## src/inc/cycle_sel_map.vh

```
// Constants for the memory cycle type selector: field positions, codes and counts.
// Assumes inclusion by bare name from design files.
`ifndef CYCLE_SEL_MAP_VH
`define CYCLE_SEL_MAP_VH
// -----------------------------------------------------------------------------
// Command and address field positions
// -----------------------------------------------------------------------------
`define CMD_HI 27
`define CMD_LO 25
`define ADDR_PROM_BIT 10
// -----------------------------------------------------------------------------
// Command codes on bits 27 to 25
// -----------------------------------------------------------------------------
`define CMD_READ 3'h0
`define CMD_READ_LOCK 3'h1
`define CMD_WRITE 3'h2
`define CMD_WRITE_UNLOCK 3'h3
// -----------------------------------------------------------------------------
// Region match values
// -----------------------------------------------------------------------------
`define REGION_MATCH 13'h1F80
`define CSR_MATCH 6'h00
// -----------------------------------------------------------------------------
// Microcode starting addresses
// -----------------------------------------------------------------------------
`define RSA_IDLE 4'h0
`define RSA_CSR1_WR 4'h1
`define RSA_CSR0_WR 4'h2
`define RSA_CSR_RD 4'h3
`define RSA_ROM_RD 4'h4
`define RSA_ILL_CSR 4'h5
`define RSA_INIT 4'h6
`define RSA_UNUSED 4'h7
`define RSA_LW_WR 4'h8
`define RSA_LW_WR_NOECC 4'h9
`define RSA_REFRESH 4'hA
`define RSA_BYTE_WR 4'hB
`define RSA_DIAG_OUT_PG 4'hC
`define RSA_DIAG_IN_PG 4'hD
`define RSA_RD 4'hE
`define RSA_RD_NOECC 4'hF
// -----------------------------------------------------------------------------
// Data path output codes
// -----------------------------------------------------------------------------
`define OUT_NONE 2'h0
`define OUT_ROM_RD 2'h1
`define OUT_CSR_RD 2'h2
`define OUT_CSR_WR 2'h3
// -----------------------------------------------------------------------------
// Sequencer and timing
// -----------------------------------------------------------------------------
`define SEQ_IDLE_ADDR 8'h00
`define SLOW_SYNC_STAGES 4
`define NIBBLES_PER_WORD 8
`endif

```

## src/design/prom_word_assembler.v

```verilog
// Assembles 4-bit bootstrap PROM nibbles into a 32-bit word.
// Assumes a single clock and a one-cycle strobe per valid nibble.
`timescale 1ns/1ns
module prom_word_assembler (
  input wire sys_clk_i,
  input wire rst_b_i,
  input wire clear_i,
  input wire nibble_stb_i,
  input wire [2:0] nibble_idx_i,
  input wire [3:0] nibble_i,
  output reg [31:0] word_o,
  output reg word_valid_o
);
  // ---------------------------------------------------------------------------
  // Nibble storage
  // ---------------------------------------------------------------------------
  // Each strobed nibble lands in its slot; the last slot completes the word.
  always @(posedge sys_clk_i) begin
    if (!rst_b_i || clear_i) begin
      word_o <= 32'h00000000;
      word_valid_o <= 1'b0;
    end else begin
      word_valid_o <= 1'b0;
      if (nibble_stb_i) begin
        case (nibble_idx_i)
          3'h0: word_o[3:0] <= nibble_i;
          3'h1: word_o[7:4] <= nibble_i;
          3'h2: word_o[11:8] <= nibble_i;
          3'h3: word_o[15:12] <= nibble_i;
          3'h4: word_o[19:16] <= nibble_i;
          3'h5: word_o[23:20] <= nibble_i;
          3'h6: word_o[27:24] <= nibble_i;
          default: word_o[31:28] <= nibble_i;
        endcase
        if (nibble_idx_i == 3'h7) begin
          word_valid_o <= 1'b1;
        end
      end
    end
  end
endmodule // prom_word_assembler

```

## src/design/memory_cycle_type_selector.v

```verilog
// Front-end decode and cycle type selection for a MOS memory controller.
// Assumes bus clock and oscillator arrive as pins sampled by sys_clk_i.
`timescale 1ns/1ns
`include "cycle_sel_map.vh"
module memory_cycle_type_selector (
  input wire sys_clk_i,
  input wire rst_b_i,
  input wire bus_clock_i,
  input wire internal_oscillator_i,
  input wire fast_speed_select_i,
  input wire bus_hold_busy_b_i,
  input wire [31:0] bus_data_i,
  input wire memory_present_i,
  input wire [7:0] sequencer_address_i,
  input wire refresh_request_i,
  input wire init_active_i,
  input wire diag_check_i,
  input wire correction_disable_i,
  input wire diag_in_page_i,
  input wire [3:0] prom_nibble_data_i,
  input wire nibble_stb_i,
  input wire cycle_done_i,
  output reg rw_operand_o,
  output reg no_cycle_flag_o,
  output reg csr_or_prom_region_hit_b_o,
  output reg prom_cycle_request_o,
  output reg csr_cycle_request_o,
  output reg [3:0] prom_chip_select_b_o,
  output reg [8:0] prom_address_o,
  output reg [1:0] csr_read_select_b_o,
  output reg [1:0] datapath_output_code_o,
  output reg memory_request_o,
  output reg csr_request_o,
  output reg prom_request_o,
  output reg refresh_next_o,
  output reg refresh_or_cycle_zero_o,
  output reg [3:0] microcode_start_address_o,
  output reg init_cycle_b_o,
  output reg refresh_cycle_b_o,
  output reg illegal_csr_write_b_o,
  output reg busy_release_o,
  output reg diag_check_substitute_b_o,
  output reg ecc_bypass_o,
  output reg [31:0] prom_word_o,
  output reg prom_word_valid_o
);
  // ---------------------------------------------------------------------------
  // State codes
  // ---------------------------------------------------------------------------
  localparam ST_IDLE = 2'b01;
  localparam ST_RUN = 2'b10;

  // Decodes a command code into a read operand flag.
  function is_read;
    input [2:0] cmd;
    begin
      is_read = (cmd == `CMD_READ) || (cmd == `CMD_READ_LOCK);
    end
  endfunction

  // Decodes a command code into a legal-code flag.
  function is_legal;
    input [2:0] cmd;
    begin
      is_legal = (cmd == `CMD_READ) || (cmd == `CMD_READ_LOCK) ||
                 (cmd == `CMD_WRITE) || (cmd == `CMD_WRITE_UNLOCK);
    end
  endfunction

  // ---------------------------------------------------------------------------
  // Pin synchronisers
  // ---------------------------------------------------------------------------
  reg [1:0] bclk_sync_reg;
  reg [1:0] osc_sync_reg;
  reg [1:0] busy_sync_reg;
  reg [1:0] fast_sync_reg;
  reg bclk_prev_reg;
  reg osc_prev_reg;
  // Two flip-flops on the bus clock, oscillator, busy and speed-select pins before use.
  always @(posedge sys_clk_i) begin
    if (!rst_b_i) begin
      bclk_sync_reg <= 2'b00;
      osc_sync_reg <= 2'b00;
      busy_sync_reg <= 2'b11;
      fast_sync_reg <= 2'b00;
      bclk_prev_reg <= 1'b0;
      osc_prev_reg <= 1'b0;
    end else begin
      bclk_sync_reg <= {bclk_sync_reg[0], bus_clock_i};
      osc_sync_reg <= {osc_sync_reg[0], internal_oscillator_i};
      busy_sync_reg <= {busy_sync_reg[0], bus_hold_busy_b_i};
      fast_sync_reg <= {fast_sync_reg[0], fast_speed_select_i};
      bclk_prev_reg <= bclk_sync_reg[1];
      osc_prev_reg <= osc_sync_reg[1];
    end
  end

  wire bclk_en = bclk_sync_reg[1] & ~bclk_prev_reg;
  wire osc_en = osc_sync_reg[1] & ~osc_prev_reg;
  wire fast_mode = fast_sync_reg[1];
  wire busy_now = ~busy_sync_reg[1];

  // ---------------------------------------------------------------------------
  // Address cycle capture and decode
  // ---------------------------------------------------------------------------
  reg busy_was_reg;
  reg [2:0] cmd_reg;
  reg all_bytes_reg;
  reg [23:0] addr_reg;
  reg req_mem_reg;
  reg req_csr_reg;
  reg req_rom_reg;
  wire [2:0] cmd_now = bus_data_i[`CMD_HI:`CMD_LO];
  wire new_req = bclk_en & busy_now & ~busy_was_reg;
  wire legal_now = is_legal(cmd_now);
  wire region_hit = (bus_data_i[23:11] == `REGION_MATCH);
  wire region_req = new_req & legal_now & region_hit;
  wire rom_hit = region_req & bus_data_i[`ADDR_PROM_BIT];
  wire csr_hit = region_req & ~bus_data_i[`ADDR_PROM_BIT] & (bus_data_i[9:4] == `CSR_MATCH);
  wire mem_hit = new_req & legal_now & ~region_hit & memory_present_i;

  // Latch command and address at the bus clock edge of a new request.
  always @(posedge sys_clk_i) begin
    if (!rst_b_i) begin
      busy_was_reg <= 1'b0;
      cmd_reg <= 3'h7;
      all_bytes_reg <= 1'b1;
      addr_reg <= 24'h000000;
      req_mem_reg <= 1'b0;
      req_csr_reg <= 1'b0;
      req_rom_reg <= 1'b0;
      rw_operand_o <= 1'b0;
      no_cycle_flag_o <= 1'b1;
      csr_or_prom_region_hit_b_o <= 1'b1;
      prom_cycle_request_o <= 1'b0;
      csr_cycle_request_o <= 1'b0;
    end else if (bclk_en) begin
      busy_was_reg <= busy_now;
      req_mem_reg <= mem_hit;
      req_csr_reg <= csr_hit;
      req_rom_reg <= rom_hit;
      csr_or_prom_region_hit_b_o <= ~region_req;
      prom_cycle_request_o <= rom_hit;
      csr_cycle_request_o <= csr_hit;
      if (new_req) begin
        cmd_reg <= cmd_now;
        all_bytes_reg <= (bus_data_i[31:28] == 4'hF);
        addr_reg <= bus_data_i[23:0];
        rw_operand_o <= is_read(cmd_now);
        no_cycle_flag_o <= ~legal_now;
      end
    end
  end

  // ---------------------------------------------------------------------------
  // Request synchronisation to the controller clock
  // ---------------------------------------------------------------------------
  reg [3:0] slow_mem_reg;
  reg [3:0] slow_csr_reg;
  reg [3:0] slow_rom_reg;
  reg [3:0] slow_ref_reg;
  always @(posedge sys_clk_i) begin
    if (!rst_b_i) begin
      slow_mem_reg <= 4'h0;
      slow_csr_reg <= 4'h0;
      slow_rom_reg <= 4'h0;
      slow_ref_reg <= 4'h0;
    end else if (osc_en) begin
      slow_mem_reg <= {slow_mem_reg[2:0], req_mem_reg};
      slow_csr_reg <= {slow_csr_reg[2:0], req_csr_reg};
      slow_rom_reg <= {slow_rom_reg[2:0], req_rom_reg};
      slow_ref_reg <= {slow_ref_reg[2:0], refresh_request_i};
    end
  end

  wire phase0_en = fast_mode ? bclk_en : osc_en;
  wire mem_req_mux = fast_mode ? req_mem_reg : slow_mem_reg[`SLOW_SYNC_STAGES - 1];
  wire csr_req_mux = fast_mode ? req_csr_reg : slow_csr_reg[`SLOW_SYNC_STAGES - 1];
  wire rom_req_mux = fast_mode ? req_rom_reg : slow_rom_reg[`SLOW_SYNC_STAGES - 1];
  wire ref_next_mux = fast_mode ? refresh_request_i : slow_ref_reg[`SLOW_SYNC_STAGES - 1];

  // ---------------------------------------------------------------------------
  // Cycle type selection
  // ---------------------------------------------------------------------------
  reg [1:0] state_reg;
  reg [1:0] state_next;
  reg [3:0] rsa_next;
  reg ill_next;
  reg ref_cy_next;
  reg init_cy_next;
  wire rd_op = is_read(cmd_reg);
  wire wr_op = ~rd_op & ~no_cycle_flag_o;
  wire [1:0] csr_idx = addr_reg[3:2];

  // Picks the starting address for the next cycle.
  always @* begin
    state_next = state_reg;
    rsa_next = `RSA_IDLE;
    ill_next = 1'b0;
    ref_cy_next = 1'b0;
    init_cy_next = 1'b0;
    case (state_reg)
      ST_IDLE: begin
        if (refresh_or_cycle_zero_o && refresh_request_i) begin
          if (init_active_i) begin
            init_cy_next = 1'b1;
            rsa_next = `RSA_INIT;
          end else begin
            ref_cy_next = 1'b1;
            rsa_next = `RSA_REFRESH;
          end
          state_next = ST_RUN;
        end else if (init_active_i) begin
          rsa_next = `RSA_IDLE;
        end else if (rom_req_mux) begin
          rsa_next = `RSA_ROM_RD;
          state_next = ST_RUN;
        end else if (csr_req_mux) begin
          state_next = ST_RUN;
          if (rd_op) begin
            rsa_next = `RSA_CSR_RD;
          end else if (csr_idx == 2'h0) begin
            rsa_next = `RSA_CSR0_WR;
          end else if (csr_idx == 2'h1) begin
            rsa_next = `RSA_CSR1_WR;
          end else begin
            rsa_next = `RSA_ILL_CSR;
            ill_next = 1'b1;
          end
        end else if (mem_req_mux) begin
          state_next = ST_RUN;
          if (rd_op) begin
            if (correction_disable_i) begin
              rsa_next = `RSA_RD_NOECC;
            end else if (diag_check_i) begin
              rsa_next = diag_in_page_i ? `RSA_DIAG_IN_PG : `RSA_DIAG_OUT_PG;
            end else begin
              rsa_next = `RSA_RD;
            end
          end else if (wr_op && !all_bytes_reg) begin
            rsa_next = `RSA_BYTE_WR;
          end else begin
            rsa_next = correction_disable_i ? `RSA_LW_WR_NOECC : `RSA_LW_WR;
          end
        end else begin
          rsa_next = `RSA_IDLE;
        end
      end
      ST_RUN: begin
        if (cycle_done_i) begin
          state_next = ST_IDLE;
        end
        rsa_next = `RSA_IDLE;
      end
      default: begin
        state_next = ST_IDLE;
      end
    endcase
  end

  // Registers the starting address and cycle strobes on the phase-0 enable.
  always @(posedge sys_clk_i) begin
    if (!rst_b_i) begin
      state_reg <= ST_IDLE;
      microcode_start_address_o <= `RSA_IDLE;
      init_cycle_b_o <= 1'b1;
      refresh_cycle_b_o <= 1'b1;
      illegal_csr_write_b_o <= 1'b1;
      busy_release_o <= 1'b0;
      refresh_or_cycle_zero_o <= 1'b1;
      memory_request_o <= 1'b0;
      csr_request_o <= 1'b0;
      prom_request_o <= 1'b0;
      refresh_next_o <= 1'b0;
    end else if (phase0_en) begin
      state_reg <= state_next;
      microcode_start_address_o <= rsa_next;
      init_cycle_b_o <= ~init_cy_next;
      refresh_cycle_b_o <= ~ref_cy_next;
      illegal_csr_write_b_o <= ~ill_next;
      busy_release_o <= ill_next;
      refresh_or_cycle_zero_o <= (sequencer_address_i == `SEQ_IDLE_ADDR);
      memory_request_o <= mem_req_mux;
      csr_request_o <= csr_req_mux;
      prom_request_o <= rom_req_mux;
      refresh_next_o <= ref_next_mux;
    end
  end

  // ---------------------------------------------------------------------------
  // PROM, CSR and data path controls
  // ---------------------------------------------------------------------------
  wire rom_cycle = (microcode_start_address_o == `RSA_ROM_RD);
  wire csr_rd_cycle = (microcode_start_address_o == `RSA_CSR_RD);
  wire csr_wr_cycle = (microcode_start_address_o == `RSA_CSR0_WR) ||
                      (microcode_start_address_o == `RSA_CSR1_WR);
  // Drives selects from the held address, the PROM address from the held and sequencer addresses, and the output code from the start code.
  always @(posedge sys_clk_i) begin
    if (!rst_b_i) begin
      prom_chip_select_b_o <= 4'hF;
      prom_address_o <= 9'h000;
      csr_read_select_b_o <= 2'h3;
      datapath_output_code_o <= `OUT_NONE;
      diag_check_substitute_b_o <= 1'b1;
      ecc_bypass_o <= 1'b0;
    end else begin
      prom_chip_select_b_o <= ~(4'h1 << addr_reg[9:8]);
      prom_address_o <= {addr_reg[7:2], sequencer_address_i[3:1]};
      csr_read_select_b_o <= csr_rd_cycle ? ~csr_idx : 2'h3;
      if (rom_cycle) begin
        datapath_output_code_o <= `OUT_ROM_RD;
      end else if (csr_rd_cycle) begin
        datapath_output_code_o <= `OUT_CSR_RD;
      end else if (csr_wr_cycle) begin
        datapath_output_code_o <= `OUT_CSR_WR;
      end else begin
        datapath_output_code_o <= `OUT_NONE;
      end
      diag_check_substitute_b_o <= ~(diag_check_i & ~correction_disable_i);
      ecc_bypass_o <= correction_disable_i;
    end
  end

  // ---------------------------------------------------------------------------
  // PROM word assembly
  // ---------------------------------------------------------------------------
  wire [31:0] asm_word;
  wire asm_valid;
  prom_word_assembler u_asm (
    .sys_clk_i(sys_clk_i),
    .rst_b_i(rst_b_i),
    .clear_i(1'b0),
    .nibble_stb_i(nibble_stb_i & rom_cycle),
    .nibble_idx_i(sequencer_address_i[3:1]),
    .nibble_i(prom_nibble_data_i),
    .word_o(asm_word),
    .word_valid_o(asm_valid)
  );

  // Registers the assembled word for output.
  always @(posedge sys_clk_i) begin
    if (!rst_b_i) begin
      prom_word_o <= 32'h00000000;
      prom_word_valid_o <= 1'b0;
    end else begin
      prom_word_o <= asm_word;
      prom_word_valid_o <= asm_valid;
    end
  end
endmodule // memory_cycle_type_selector

```

## config.mk

```make
export PLATFORM = sky130hd
export DESIGN_NAME = memory_cycle_type_selector
export DESIGN_NICKNAME = d
export VERILOG_FILES = /design/src/design/prom_word_assembler.v /design/src/design/memory_cycle_type_selector.v
export VERILOG_INCLUDE_DIRS = /design/src /design/src/inc
export SDC_FILE = /design/constraint.sdc
export NUM_CORES = 1
export LEC_CHECK = 0
export BUFFER_PORTS_ARGS = -buffer_cell sky130_fd_sc_hd__buf_2
export CAP_MARGIN = 40
export CORE_MARGIN = 4
export CORE_UTILIZATION = 30
export CTS_BUF_LIST = sky130_fd_sc_hd__clkbuf_8
export CTS_CLUSTER_SIZE = 24
export DETAILED_ROUTE_END_ITERATION = 8
export GPL_TIMING_DRIVEN = 0
export HOLD_SLACK_MARGIN = 0.06
export PLACE_DENSITY = 0.6
export SYNTH_ARGS = -nofsm -noshare
export SYNTH_HDL_FRONTEND = slang
export SYNTH_SLANG_ARGS = --single-unit
```

## constraint.sdc

```tcl
create_clock -name sys_clk_i -period 2.4 [get_ports sys_clk_i]
set_clock_uncertainty 0.05 [all_clocks]
set_input_delay 0 -clock sys_clk_i [delete_from_list [all_inputs] [get_ports sys_clk_i]]
set_output_delay 0 -clock sys_clk_i [all_outputs]
set_load 0.01 [all_outputs]
```

Word-level counts from Yosys, hierarchy flattened
Cells that the tools add are included.
W data, S select, Z words.
{"block": "totals", "register_bits": 147, "word_cells": 180, "out_inout_bits": 70, "input_bits": 58}
{"block": "classes", "n_bitwise": 33, "shifts": 1, "reduce_logical": 28, "n_eq_ne": 23, "muxes": 46}
{"op": "$mux W4", "count": 8}
{"op": "$mux W1", "count": 23}
{"op": "$mux W2", "count": 11}
{"op": "$reduce_and A2 Y1", "count": 11}
{"op": "$not A1 Y1", "count": 17}
{"op": "$and A1 B1 Y1", "count": 14}
{"op": "$eq A13 B13 Y1 const B", "count": 1}
{"op": "$eq A3 B2 Y1 const B", "count": 4}
{"op": "$eq A3 B3 Y1 const B", "count": 4}
{"op": "$eq A3 B1 Y1 const B", "count": 3}
{"op": "$logic_not A3 Y1", "count": 3}
{"op": "$mux W3", "count": 3}
{"op": "$eq A4 B2 Y1 const B", "count": 2}
{"op": "$logic_not A8 Y1", "count": 1}
{"op": "$reduce_or A7 Y1", "count": 1}
{"op": "$logic_not A6 Y1", "count": 1}
{"op": "$logic_or A1 B1 Y1", "count": 5}
{"op": "$ne A5 B5 Y1 const B", "count": 1}
{"op": "$eq A2 B1 Y1 const B", "count": 2}
{"op": "$eq A4 B1 Y1 const B", "count": 1}
{"op": "$eq A4 B3 Y1 const B", "count": 1}
{"op": "$eq A4 B4 Y1 const B", "count": 1}
{"op": "$not A4 Y4", "count": 1}
{"op": "$pmux W2 S2", "count": 1}
{"op": "10 further kinds", "count": 11}

Logic depth before layout (Yosys ltp)
Gate-level depths: netlist of run 1.
{"block": "depth", "ltp_word": 13, "depth_mapped": 6, "ltp_nobuf": 4}

By module
A second synthesis of run 1 with hierarchy kept.
{"block": "hier_totals", "cells_unflattened": 523, "hier_area_um2": 5195.0}
{"mod": "memory_cycle_type_selector", "cells_each": 397, "instances": 1, "area_each_um2": 3767.4, "seq_area_each_um2": 2222.1}
{"mod": "prom_word_assembler", "cells_each": 126, "instances": 1, "area_each_um2": 1427.6, "seq_area_each_um2": 660.6}

Least setup slack after synthesis of run 1
No wires, ideal clock.
{"block": "synth_timing", "path_kind": "register to register", "startpoint": "reg fast_sync_reg[1]", "endpoint": "reg illegal_csr_write_b_o", "path_slack_ns": 0.709, "path_buffers": 1, "period_less_slack_ns": 1.691, "setup_time_ns": 0.136, "path_stages_with_launch": 6, "t_arrival_ns": 1.505, "required_ns": 2.214, "path_cell_list": "dfxtp_1 > buf_2 > mux2_2 > nor4_1 > and3_1 > o21ai_0"}
{"block": "synth_between", "elab_chain_len": 7, "word_cells_on_any_way": 9, "classes_between": "8 x mux; 1 x bitwise"}
{"item": "start: declaration", "line_no": "memory_cycle_type_selector.v:76", "rtl": "reg [1:0] fast_sync_reg;"}
{"item": "start signal: assignment", "line_no": "memory_cycle_type_selector.v:92", "rtl": "fast_sync_reg <= {fast_sync_reg[0], fast_speed_select_i};"}
{"item": "$mux W1", "line_no": "memory_cycle_type_selector.v:178", "rtl": "wire csr_req_mux = fast_mode ? req_csr_reg : slow_csr_reg[`SLOW_SYNC_STAGES - 1];"}
{"item": "$mux W1", "line_no": "memory_cycle_type_selector.v:218", "rtl": "end else if (csr_req_mux) begin"}
{"item": "$mux W1", "line_no": "memory_cycle_type_selector.v:215", "rtl": "end else if (rom_req_mux) begin"}
{"item": "$mux W1", "line_no": "memory_cycle_type_selector.v:213", "rtl": "end else if (init_active_i) begin"}
{"item": "$mux W1", "line_no": "memory_cycle_type_selector.v:204", "rtl": "if (refresh_or_cycle_zero_o && refresh_request_i) begin"}
{"item": "$mux W1", "line_no": "memory_cycle_type_selector.v:202", "rtl": "case (state_reg)"}
{"item": "$not A1 Y1", "line_no": "memory_cycle_type_selector.v:280", "rtl": "illegal_csr_write_b_o <= ~ill_next;"}
{"item": "end signal: assignment", "line_no": "memory_cycle_type_selector.v:280"}
{"item": "end: declaration", "line_no": "memory_cycle_type_selector.v:40", "rtl": "output reg illegal_csr_write_b_o,"}
Several ways; a longest one is shown, not always the timed one.
A chain may end at the register's enable or synchronous reset.

Final worst setup path of run 1
{"block": "layout_timing", "startpoint": "reg busy_was_reg", "endpoint": "reg req_csr_reg"}
{"block": "layout_between", "elab_chain_len": 6}
{"item": "start: declaration", "line_no": "memory_cycle_type_selector.v:106", "rtl": "reg busy_was_reg;"}
{"item": "start signal: assignment", "line_no": "memory_cycle_type_selector.v:138", "rtl": "busy_was_reg <= busy_now;"}
{"item": "$not A1 Y1", "line_no": "memory_cycle_type_selector.v:114", "rtl": "wire new_req = bclk_en & busy_now & ~busy_was_reg;"}
{"item": "$and A1 B1 Y1", "line_no": "memory_cycle_type_selector.v:114"}
{"item": "$and A1 B1 Y1 (2 in series)", "line_no": "memory_cycle_type_selector.v:117", "rtl": "wire region_req = new_req & legal_now & region_hit;"}
{"item": "$and A1 B1 Y1 (2 in series)", "line_no": "memory_cycle_type_selector.v:119", "rtl": "wire csr_hit = region_req & ~bus_data_i[`ADDR_PROM_BIT] & (bus_data_i[9:4] == `CSR_MATCH);"}
{"item": "end signal: assignment", "line_no": "memory_cycle_type_selector.v:140", "rtl": "req_csr_reg <= csr_hit;"}
{"item": "end: declaration", "line_no": "memory_cycle_type_selector.v:111", "rtl": "reg req_csr_reg;"}
No other way between the ends.

==> out/metrics.cfg, run 1 <==
[sta]
rsz0062_at_grt = no
slew_headroom_pct = 46.41
setup_tns_ns = 0
period_share_pct = 90.43
slew_viol_final = 0
hold_viol = 0
timing.hold.ws_ns = 0.09918
period_needed_ns = 2.170
setup_viol = 0
fin_ws_ns = 0.2296
tightest_slew_ns = 0.7815
fmax_ghz = 0.4607

[yosys]
yosysSeqAreaShare_pct = 57.74
synth_top_area_share_pct = 57.74
ys_seq_elements = 144
post_synth_num_cell_types = 48
ys.warnings.count = 0
syn_inst = 521
synth_nets = 579
synthTopCellsByCount = 144 x dfxtp_1, 69 x nand2_1, 56 x nor2_1, 48 x and2_1, 37 x a21oi_1
synthTopCellsByArea = dfxtp_1 58%, mux2i_1 6.8%, and2_1 6.0%, nand2_1 5.2%, nor2_1 4.2%
synth_edf_count = 0
synth_top_cell_by_area = dfxtp_1
syn_area_um2 = 4992
synth_area_per_cell_um2 = 9.582
yosysMostFrequentCell = dfxtp_1
synth-main-ff-cell = dfxtp_1
async_reset_ff_share_pct = 0

[cells_and_area]
stdcell_area_um2 = 6714
top_regs = prom_word_o x32, u_asm.word_o x32, prom_address_o x9
drive_above_1_share_pct = 22.57
fill_cells = 1607
fin_nets = 754
fin_cells = 929
syn_to_final_growth_pct = 34.49
postLayoutCoreUtil_pct = 41.66

[placed_design]
placed_area_um2 = 5843
io_buffer_count = 116
hpwl_um = 9375
gp_congestion = 0.8095
post-place-ws_ns = 0.2886
dpl.cell_count = 853

[global_routing]
antenna_found_initial = 3
overflow = 0
track_usage_pct = 14.39
grt_pass1_vias = 3926
grt_max_degree = 17
grt_pass1_wl_um = 20620

[job]
drv_cap = 0

[routing]
drtPass1Iterations = 4
drtIter0Drc = 183
num_vias = 4138
drt_wl_total_um = 13120
post_drt_wl_per_cell_um = 14.12
drt_drc_violations_left = 0
drtAntennaViolNets = 0
vias_per_cell = 4.454

[clock_tree]
cts.clk_slew.worst_paths_ns = 0.08
cts_post_setup_buffers_inserted = 0
cts_tree = done
cts_sinks = 144
clkLatencyLatePin_ns = 0.45
cts-htree-levels = 4
cts_buffers = 17
cts-root-buf = clkbuf_8
cts_buffer_depth = 2

[worst_setup_path]
start_kind = flip-flop
path_max_fanout = 8
crit_required_ns = 2.74
critPathKind = flip-flop to flip-flop
cp.arrival_ns = 2.51
worst_setup_path_end_kind = flip-flop

[floorplanning]
fp.dieW_um = 137
ios = 128
die_h_um = 137
design.die.area_um2 = 18770
coreArea_um2 = 16120
rows = 46
start_util_pct = 30.98

[pwr]
vdd_drop_max_uv = 368.8
power_leakage_nw = 2.981
powerDensity_nw_per_um2 = 728.6
p_total_mw = 4.892

[outcome]
outcome = complete, no violations

[hold_path]
holdCritPathClass = input pin to flip-flop

-- layout by cell type, fill, tap and decap left out, types with 2 or more instances in the layout --
| master | instances |
|---|---|
| clkbuf_8 | 18 |
| nand3_1 | 11 |
| inv_1 | 5 |
| clkinv_4 | 3 |
| a21oi_1 | 37 |
| and2_1 | 48 |
| dfxtp_1 | 144 |
| diode_2 | 4 |
| bufinv_16 | 5 |
| o211ai_1 | 2 |
| nor2_1 | 56 |
| a211o_1 | 2 |
| a211oi_1 | 5 |
| mux2i_1 | 34 |
| clkbuf_1 | 25 |
| nor3_1 | 6 |
| nor2b_1 | 5 |
| nand4_1 | 7 |
| nand3b_1 | 3 |
| nand2b_1 | 8 |
| nand4b_1 | 3 |
| or2_2 | 2 |
| o21ai_0 | 8 |
| clkinv_2 | 4 |
| nor4_1 | 6 |
| buf_1 | 2 |
| dlygate4sd3_1 | 40 |
| buf_2 | 119 |
| nand2_1 | 69 |
| and3_1 | 2 |
| o41ai_1 | 3 |
| a21o_1 | 2 |
| mux2_2 | 2 |
-- repair_timing --
action	4_1_cts	5_1_grt
hold endpoints to repair	73	0
endpoints found under the setup margin	0	0
resized for setup	0	0
hold buffers	40	0
-- cell families (layout without fill, tap and decap cells) --
| group | Yosys count | in the layout | synth area share (%) |
|---|---|---|---|
| flops | 144 | 144 | 57.74 |
| compound gates | 64 | 64 | 7.544 |
| buf+inv | 37 | 225 | 2.882 |
| mux | 36 | 36 | 7.268 |
| other cells | 0 | 4 | 0 |
| xor+xnor | 2 | 2 | 0.3509 |
| simple gates | 238 | 238 | 24.21 |
-- critical path: stages, from the launching register on --
cell           delay, ns
dfxtp_1             0.33
or4b_1              0.50
buf_2               0.19
o31a_1              0.32
a211oi_1            0.15
dlygate4sd3_1       0.57
-- layout make-up --
type,instances,area (um^2),share of cell area (%)
Antenna cell,4,10.01,0.1491
Buffer,31,121.4,1.808
Clock buffer,18,247.7,3.690
Clock inverter,14,212.7,3.168
Inverter,6,22.52,0.3354
Multi-Input combinational cell,340,1966,29.28
Sequential cell,144,2883,42.94
Tap cell,216,270.3,4.025
Timing Repair Buffer,156,980.9,14.61
-- final timing paths --
path               startpoint               end  slack, ns  cells after the start
max reg2reg      busy_was_reg       req_csr_reg       0.23                      5
min reg2reg  busy_sync_reg[0]  busy_sync_reg[1]       0.36                      1
min            bus_data_i[14]       req_rom_reg        0.1                      5
max              busy_was_reg       req_csr_reg       0.23                      5
-- report_power, final --
part	total [mW]	internal [mW]	switching (mW)
registers	2.43	2.42	0.0168
logic	0.279	0.125	0.154
clock network	2.18	1.26	0.916
-- layer usage --
layer	global-route usage (%)	up-vias	wire, um
li1	-	2108	-
met1	18.90	1879	6143
met2	22.07	138	5792
met3	4.301	13	1012
met4	5.876	0	172
met5	0	-	0
(Power assumes the default switching activity.)
==> run 2, diff against run 1 <==
--- a/config.mk
+++ b/config.mk
@@ -15,7 +15,7 @@
 export DETAILED_ROUTE_END_ITERATION = 8
 export GPL_TIMING_DRIVEN = 0
 export HOLD_SLACK_MARGIN = 0.06
-export PLACE_DENSITY = 0.6
+export PLACE_DENSITY = 0.51
 export SYNTH_ARGS = -nofsm -noshare
 export SYNTH_HDL_FRONTEND = slang
 export SYNTH_SLANG_ARGS = --single-unit
==> run 2 against run 1 <==
Compared with the run above:
- utilization fell by 0.093 points
- register-to-register slack improved by 0.03 ns
- design area fell by 0.22%
- setup slack improved by 0.034 ns
- critical path depth did not move
- highest routed layer unchanged
- sequential cell count did not move
- sequential share of layout area rose by 0.096 points
- final cell count fell by 0.54%
- clock power barely moved
- global-route usage rose by 0.26 points
- non-clock buffer count did not move
==> out/metrics.cfg, run 2 (same netlist as run 1, synthesis figures left out) <==
[worst_setup_path]
crit_required_ns = 2.75  ; about the same
critPathMaxStageDelay_ns = 0.56  ; about the same
r2r_slack_ns = 0.26  ; +0.03 ns
slowest_stage = dlygate4sd3_1
cp_cell_sequence = or4b_1 -> buf_4 -> o31a_1 -> nor3_1 -> dlygate4sd3_1
cp.arrival_ns = 2.48  ; -0.03 ns
critPathKind = flip-flop to flip-flop
r2r_end = req_rom_reg
rr_worst_depth = 5  ; unchanged
timing.rr.start = busy_was_reg
path_max_fanout = 8  ; unchanged
start_kind = flip-flop
worst_setup_path_end_kind = flip-flop
crit_start = busy_was_reg
endpoint = req_rom_reg

[outcome]
outcome = complete, no violations

[routing]
vias_per_cell = 4.464  ; +0.23%
wl_met2_um = 6374  ; +10%
wl_met1_um = 6000  ; -2.3%
met3_length_um = 895  ; -12%
drt_wl_total_um = 13610  ; +3.7%
drtAntennaViolNets = 0  ; unchanged
drtPass1Iterations = 4  ; unchanged
post_drt_wl_per_cell_um = 14.72  ; +4.2%
drt_drc_violations_left = 0  ; unchanged
drtIter0Drc = 185  ; +1.1%
num_vias = 4125  ; -0.31%
top_layer_used = met4

[cells_and_area]
antenna_cells = 0  ; -4
top_regs = prom_word_o x32, u_asm.word_o x32, prom_address_o x9
final_common_cell = dfxtp_1
multi_input_area_um2 = 1966  ; unchanged
fin_nets = 754  ; unchanged
fill_cells = 1602  ; -0.31%
syn_to_final_growth_pct = 34.19
regArea_um2 = 2883  ; unchanged
drive_above_1_share_pct = 22.18  ; -0.39 points
layout_common_cells = 144 x dfxtp_1, 118 x buf_2, 69 x nand2_1

[pwr]
swShare_pct = 21.86  ; -0.36 points
vdd_drop_max_uv = 355.3  ; -3.7%
intPower_mw = 3.818  ; +0.34%
pwr-share-comb_pct = 5.7  ; about the same
clockPowerShare_pct = 44.5  ; about the same
p_seq_share_pct = 49.8  ; about the same
power_leakage_nw = 2.980  ; about the same
p_switching_mw = 1.068  ; -1.8%
powerDensity_nw_per_um2 = 729.4  ; +0.10%

[hold_path]
holdCritPathClass = input pin to flip-flop

[floorplanning]
coreArea_um2 = 16120  ; unchanged
ios = 128  ; unchanged
fp.dieW_um = 137  ; unchanged
design.die.area_um2 = 18770  ; unchanged
rows = 46  ; unchanged
start_util_pct = 30.98  ; unchanged
die_h_um = 137  ; unchanged

[sta]
setup_viol = 0  ; unchanged
setup_tns_ns = 0  ; unchanged
slew_headroom_pct = 48.88  ; +2.5 points
fmax_ghz = 0.4682  ; +1.6%
hold_viol = 0  ; unchanged
period_needed_ns = 2.136  ; -0.03448 ns
slew_viol_final = 0  ; unchanged
tightest_slew_ns = 0.7455  ; -0.03603 ns
timing.hold.ws_ns = 0.02278  ; -0.07640 ns
period_share_pct = 89.00  ; -1.4 points
rsz0062_at_grt = no

[global_routing]
track_usage_pct = 14.65  ; +0.26 points
grt_pass1_vias = 4084  ; +4.0%
grt_max_degree = 17  ; unchanged
antenna_found_initial = 0  ; -3
overflow = 0  ; unchanged
grt_pass1_wl_um = 20850  ; +1.1%

[clock_tree]
cts_buffer_depth = 2  ; unchanged
clkLatencyLatePin_ns = 0.45  ; about the same
cts-htree-levels = 4  ; unchanged
cts-root-buf = clkbuf_8
cts_tree = done
cts.clk_slew.worst_paths_ns = 0.08  ; about the same
cts_sinks = 144  ; unchanged
cts_buffers = 17  ; unchanged

[job]
drv_cap = 0  ; unchanged

[placed_design]
gp_congestion = 0.8795  ; +8.6%
io_buffer_count = 116  ; unchanged
hpwl_um = 9813  ; +4.7%

==> run 2: cell types whose count changed in the layout (fill, tap and decap cells not counted), sizes merged <==
| cell | before | now |
|---|---|---|
| clkinv | 7 | 3 |
| inv | 7 | 8 |
| clkinvlp | 1 | 2 |
| diode | 4 | 0 |
| clkbuf | 44 | 45 |
==> run 2: layout make-up <==
type / count / share of cell area (%)
Sequential cell: 144 / 43.03
Clock buffer: 19 / 3.904
Tap cell: 216 / 4.034
Clock inverter: 12 / 2.858
Timing Repair Buffer: 156 / 14.64
Multi-Input combinational cell: 340 / 29.34
Inverter: 6 / 0.3362
Buffer: 31 / 1.849
==> run 2: worst max-delay path: cells and delay by family, from the launching register on <==
family	cells	cell delay, ns
buffers and inverters	2	0.73
AND/OR/NAND/NOR	2	0.67
flip-flops	1	0.33
AO/OA/AOI/OAI	1	0.30
==> run 2: power groups by stage <==
| stage | sequential (mW) | clock (mW) | combinational, mW |
|---|---|---|---|
| finish | 2.43 | 2.17 | 0.279 |
| global route | 2.44 | 2.32 | 0.310 |
| CTS | 2.43 | 2.22 | 0.283 |
| detailed placement | 2.49 | 0 | 0.233 |
| global placement | 2.49 | 0 | 0.233 |
| floorplan | 2.49 | 0 | 0.114 |
==> run 2: worst min-delay path by stage <==
stage | slack [ns] | endpoint | depth (start not counted) | start
final | 0.02 | req_csr_reg | 5 | bus_data_i[13]
after global routing | 0.11 | req_csr_reg | 5 | bus_data_i[14]
after CTS | 0.07 | u_asm.word_o[31] | 4 | nibble_stb_i
after detailed placement | 0.17 | fast_sync_reg[0] | 2 | fast_speed_select_i
after global placement | 0.17 | osc_sync_reg[0] | 2 | internal_oscillator_i
after floorplan | 0.05 | busy_sync_reg[0] | 1 | bus_hold_busy_b_i
==> run 2: per-layer routing <==
layer | track usage (%) | up-vias
li1 | - | 2088
met1 | 17.79 | 1898
met2 | 24.22 | 120
met3 | 3.272 | 19
met4 | 7.650 | 0
met5 | 0 | -
==> run 2: per-stage QoR <==
| step | worst slack [ns] | std cells | util [%] | total power [mW] | area, um^2 |
|---|---|---|---|---|---|
| floorplan | 0.7091 | 521 | - | 2.607 | 4992 |
| global route | 0.09546 | 924 | 41.57 | 5.068 | 6699 |
| CTS | 0.08460 | 925 | 41.61 | 4.940 | 6706 |
| detailed placement | 0.2523 | 853 | 36.26 | 2.722 | 5843 |
| finish | 0.2641 | 924 | 41.57 | 4.886 | 6699 |
| global placement | 0.2471 | 853 | 36.26 | 2.721 | 5843 |
==> run 2: timing repair <==
item                                   4_1_cts  5_1_grt
gates resized for setup                      0        2
endpoints found under the hold margin       76        0
setup buffers                                0        0
hold buffers                                41        0
setup endpoints to repair                    0        1
==> run 3, diff against run 2 <==
--- a/config.mk
+++ b/config.mk
@@ -16,6 +16,7 @@
 export GPL_TIMING_DRIVEN = 0
 export HOLD_SLACK_MARGIN = 0.06
 export PLACE_DENSITY = 0.51
+export RECOVER_POWER = 50
 export SYNTH_ARGS = -nofsm -noshare
 export SYNTH_HDL_FRONTEND = slang
 export SYNTH_SLANG_ARGS = --single-unit
==> run 3 against run 2 <==
Compared with the run above:
- via count increased by 1.0%
- combinational power decreased by 1%
- wire length increased by 0.49%
- utilization decreased by 0.55 points
- sequential power about the same
==> out/metrics.cfg, run 3 (same netlist as run 1, synthesis figures left out) <==
[floorplanning]
coreArea_um2 = 16120  ; unchanged
design.die.area_um2 = 18770  ; unchanged
die_h_um = 137  ; unchanged
start_util_pct = 30.98  ; unchanged
ios = 128  ; unchanged
fp.dieW_um = 137  ; unchanged
rows = 46  ; unchanged

[clock_tree]
cts_post_setup_buffers_inserted = 0  ; unchanged
cts_tree = done
cts.clk_slew.worst_paths_ns = 0.08  ; about the same
cts-root-buf = clkbuf_8
cts_buffer_depth = 2  ; unchanged
cts-htree-levels = 4  ; unchanged
cts_buffers = 17  ; unchanged
clkLatencyLatePin_ns = 0.44  ; about the same
cts_sinks = 144  ; unchanged

[pwr]
intPower_mw = 3.814  ; -0.11%
powerDensity_nw_per_um2 = 738.2  ; +1.2%
swShare_pct = 21.84  ; about the same
pwr-share-comb_pct = 5.6  ; about the same
p_switching_mw = 1.066  ; -0.21%
clockPowerShare_pct = 44.5  ; about the same
p_seq_share_pct = 49.9  ; about the same
vdd_drop_max_uv = 355.6  ; about the same
power_leakage_nw = 2.702  ; -9.3%

[outcome]
outcome = complete, no violations

[global_routing]
overflow = 0  ; unchanged
grt_pass1_wl_um = 20850  ; unchanged
track_usage_pct = 14.65  ; unchanged
met1_usage_pct = 17.79  ; unchanged
grt_max_degree = 17  ; unchanged
top_usage_layer = met2
grt_use_met3_pct = 3.272  ; unchanged
grt_pass1_vias = 4084  ; unchanged
antenna_found_initial = 0  ; unchanged
globalRouteMet2Util_pct = 24.22  ; unchanged

[sta]
tightest_slew_ns = 0.7577  ; +0.01219 ns
setup_viol = 0  ; unchanged
setup_tns_ns = 0  ; unchanged
hold_viol = 0  ; unchanged
fmax_ghz = 0.4675  ; -0.15%
period_share_pct = 89.13  ; +0.13 points
rsz0062_at_grt = no
period_needed_ns = 2.139  ; +0.003222 ns
slew_headroom_pct = 48.04  ; -0.84 points
slew_viol_final = 0  ; unchanged

[placed_design]
gp_congestion = 0.8795  ; unchanged
hpwl_um = 9813  ; unchanged
dpl.cell_count = 853  ; unchanged
io_buffer_count = 116  ; unchanged

[routing]
drtPass1Iterations = 4  ; unchanged
drt_drc_violations_left = 0  ; unchanged
drt_wl_total_um = 13670  ; +0.49%
drtIter0Drc = 192  ; +3.8%
num_vias = 4167  ; +1.0%
post_drt_wl_per_cell_um = 14.80  ; +0.49%
drtAntennaViolNets = 0  ; unchanged
vias_per_cell = 4.510  ; +1.0%

[hold_path]
hold_start = bus_data_i[13]
holdCritPathClass = input pin to flip-flop

[worst_setup_path]
crit_family = buffers and inverters
cp_cell_sequence = or4b_1 -> buf_4 -> o31a_1 -> nor3_1 -> dlygate4sd3_1
path_max_fanout = 8  ; unchanged
crit_required_ns = 2.74  ; about the same
critPathMaxStageDelay_ns = 0.56  ; about the same
crit_start = busy_was_reg
worst_setup_path_end_kind = flip-flop
worst-path-buf-inv = 2  ; unchanged
critPathKind = flip-flop to flip-flop
timing.rr.start = busy_was_reg
slowest_stage = dlygate4sd3_1
start_kind = flip-flop
cp.arrival_ns = 2.48  ; about the same

[cells_and_area]
top_regs = prom_word_o x32, u_asm.word_o x32, prom_address_o x9
fin_cells = 924  ; unchanged
drive_above_1_share_pct = 12.01  ; -10 points
syn_to_final_growth_pct = 32.41
antenna_cells = 0  ; unchanged
fin_nets = 754  ; unchanged
layout_common_cells = 144 x dfxtp_1, 96 x clkbuf_1, 69 x nand2_1
final_common_cell = dfxtp_1

[job]
drv_cap = 0  ; unchanged

==> run 3: what timing repair did <==
action | CTS | global route
resized for setup | 0 | 2
endpoints found under the setup margin | 0 | 1
hold buffers | 41 | 0
hold endpoints to repair | 76 | 0
==> run 3: final cells by class <==
| cell class | count | area (um^2) |
|---|---|---|
| fillers | 1631 | 9505 |
| flip-flops and latches | 144 | 2883 |
| multi-input cells | 340 | 1966 |
| repair buffers | 156 | 892.1 |
| well taps | 216 | 270.3 |
| clock buffers | 19 | 261.5 |
| clock inverters | 12 | 191.4 |
| plain buffers | 31 | 123.9 |
| inverters | 6 | 22.52 |
==> run 3: worst paths after layout <==
check	to	slack, ns	depth (start not counted)
setup / recovery	req_rom_reg	0.26	5
hold / removal	req_csr_reg	0.03	5
setup reg to reg	req_rom_reg	0.26	5
hold reg to reg	busy_sync_reg[1]	0.37	1
==> run 3: power by group through the flow <==
stage | clock (mW) | sequential [mW] | combinational [mW]
2_1_floorplan | 0 | 2.49 | 0.114
3_3_place_gp | 0 | 2.49 | 0.233
3_5_place_dp | 0 | 2.49 | 0.233
4_1_cts | 2.22 | 2.43 | 0.283
5_1_grt | 2.32 | 2.44 | 0.306
6_report | 2.17 | 2.43 | 0.275
==> run 3: worst reg2reg max path, stage by stage (launching register included) <==
cell	delay, ns
dfxtp_1	0.33
or4b_1	0.51
buf_4	0.17
o31a_1	0.30
nor3_1	0.16
dlygate4sd3_1	0.56
==> run 3: stage by stage <==
| step | hold slack [ns] | util [%] | instance area (um^2) | worst slack, ns | power (mW) |
|---|---|---|---|---|---|
| 3_5_place_dp | 0.1675 | 36.26 | 5843 | 0.2523 | 2.722 |
| 2_1_floorplan | 0.05147 | - | 4992 | 0.7091 | 2.607 |
| 6_report | 0.02785 | 41.02 | 6610 | 0.2608 | 4.880 |
| 3_3_place_gp | 0.1660 | 36.26 | 5843 | 0.2471 | 2.721 |
| 4_1_cts | 0.06773 | 41.61 | 6706 | 0.08460 | 4.940 |
| 5_1_grt | 0.1122 | 41.02 | 6610 | 0.09546 | 5.064 |
==> run 3: per-layer routing <==
layer	part of all wire (%)	vias to the layer above
li1	-	2089
met1	45	1929
met2	47	127
met3	5.6	22
met4	2.7	0
met5	0	-
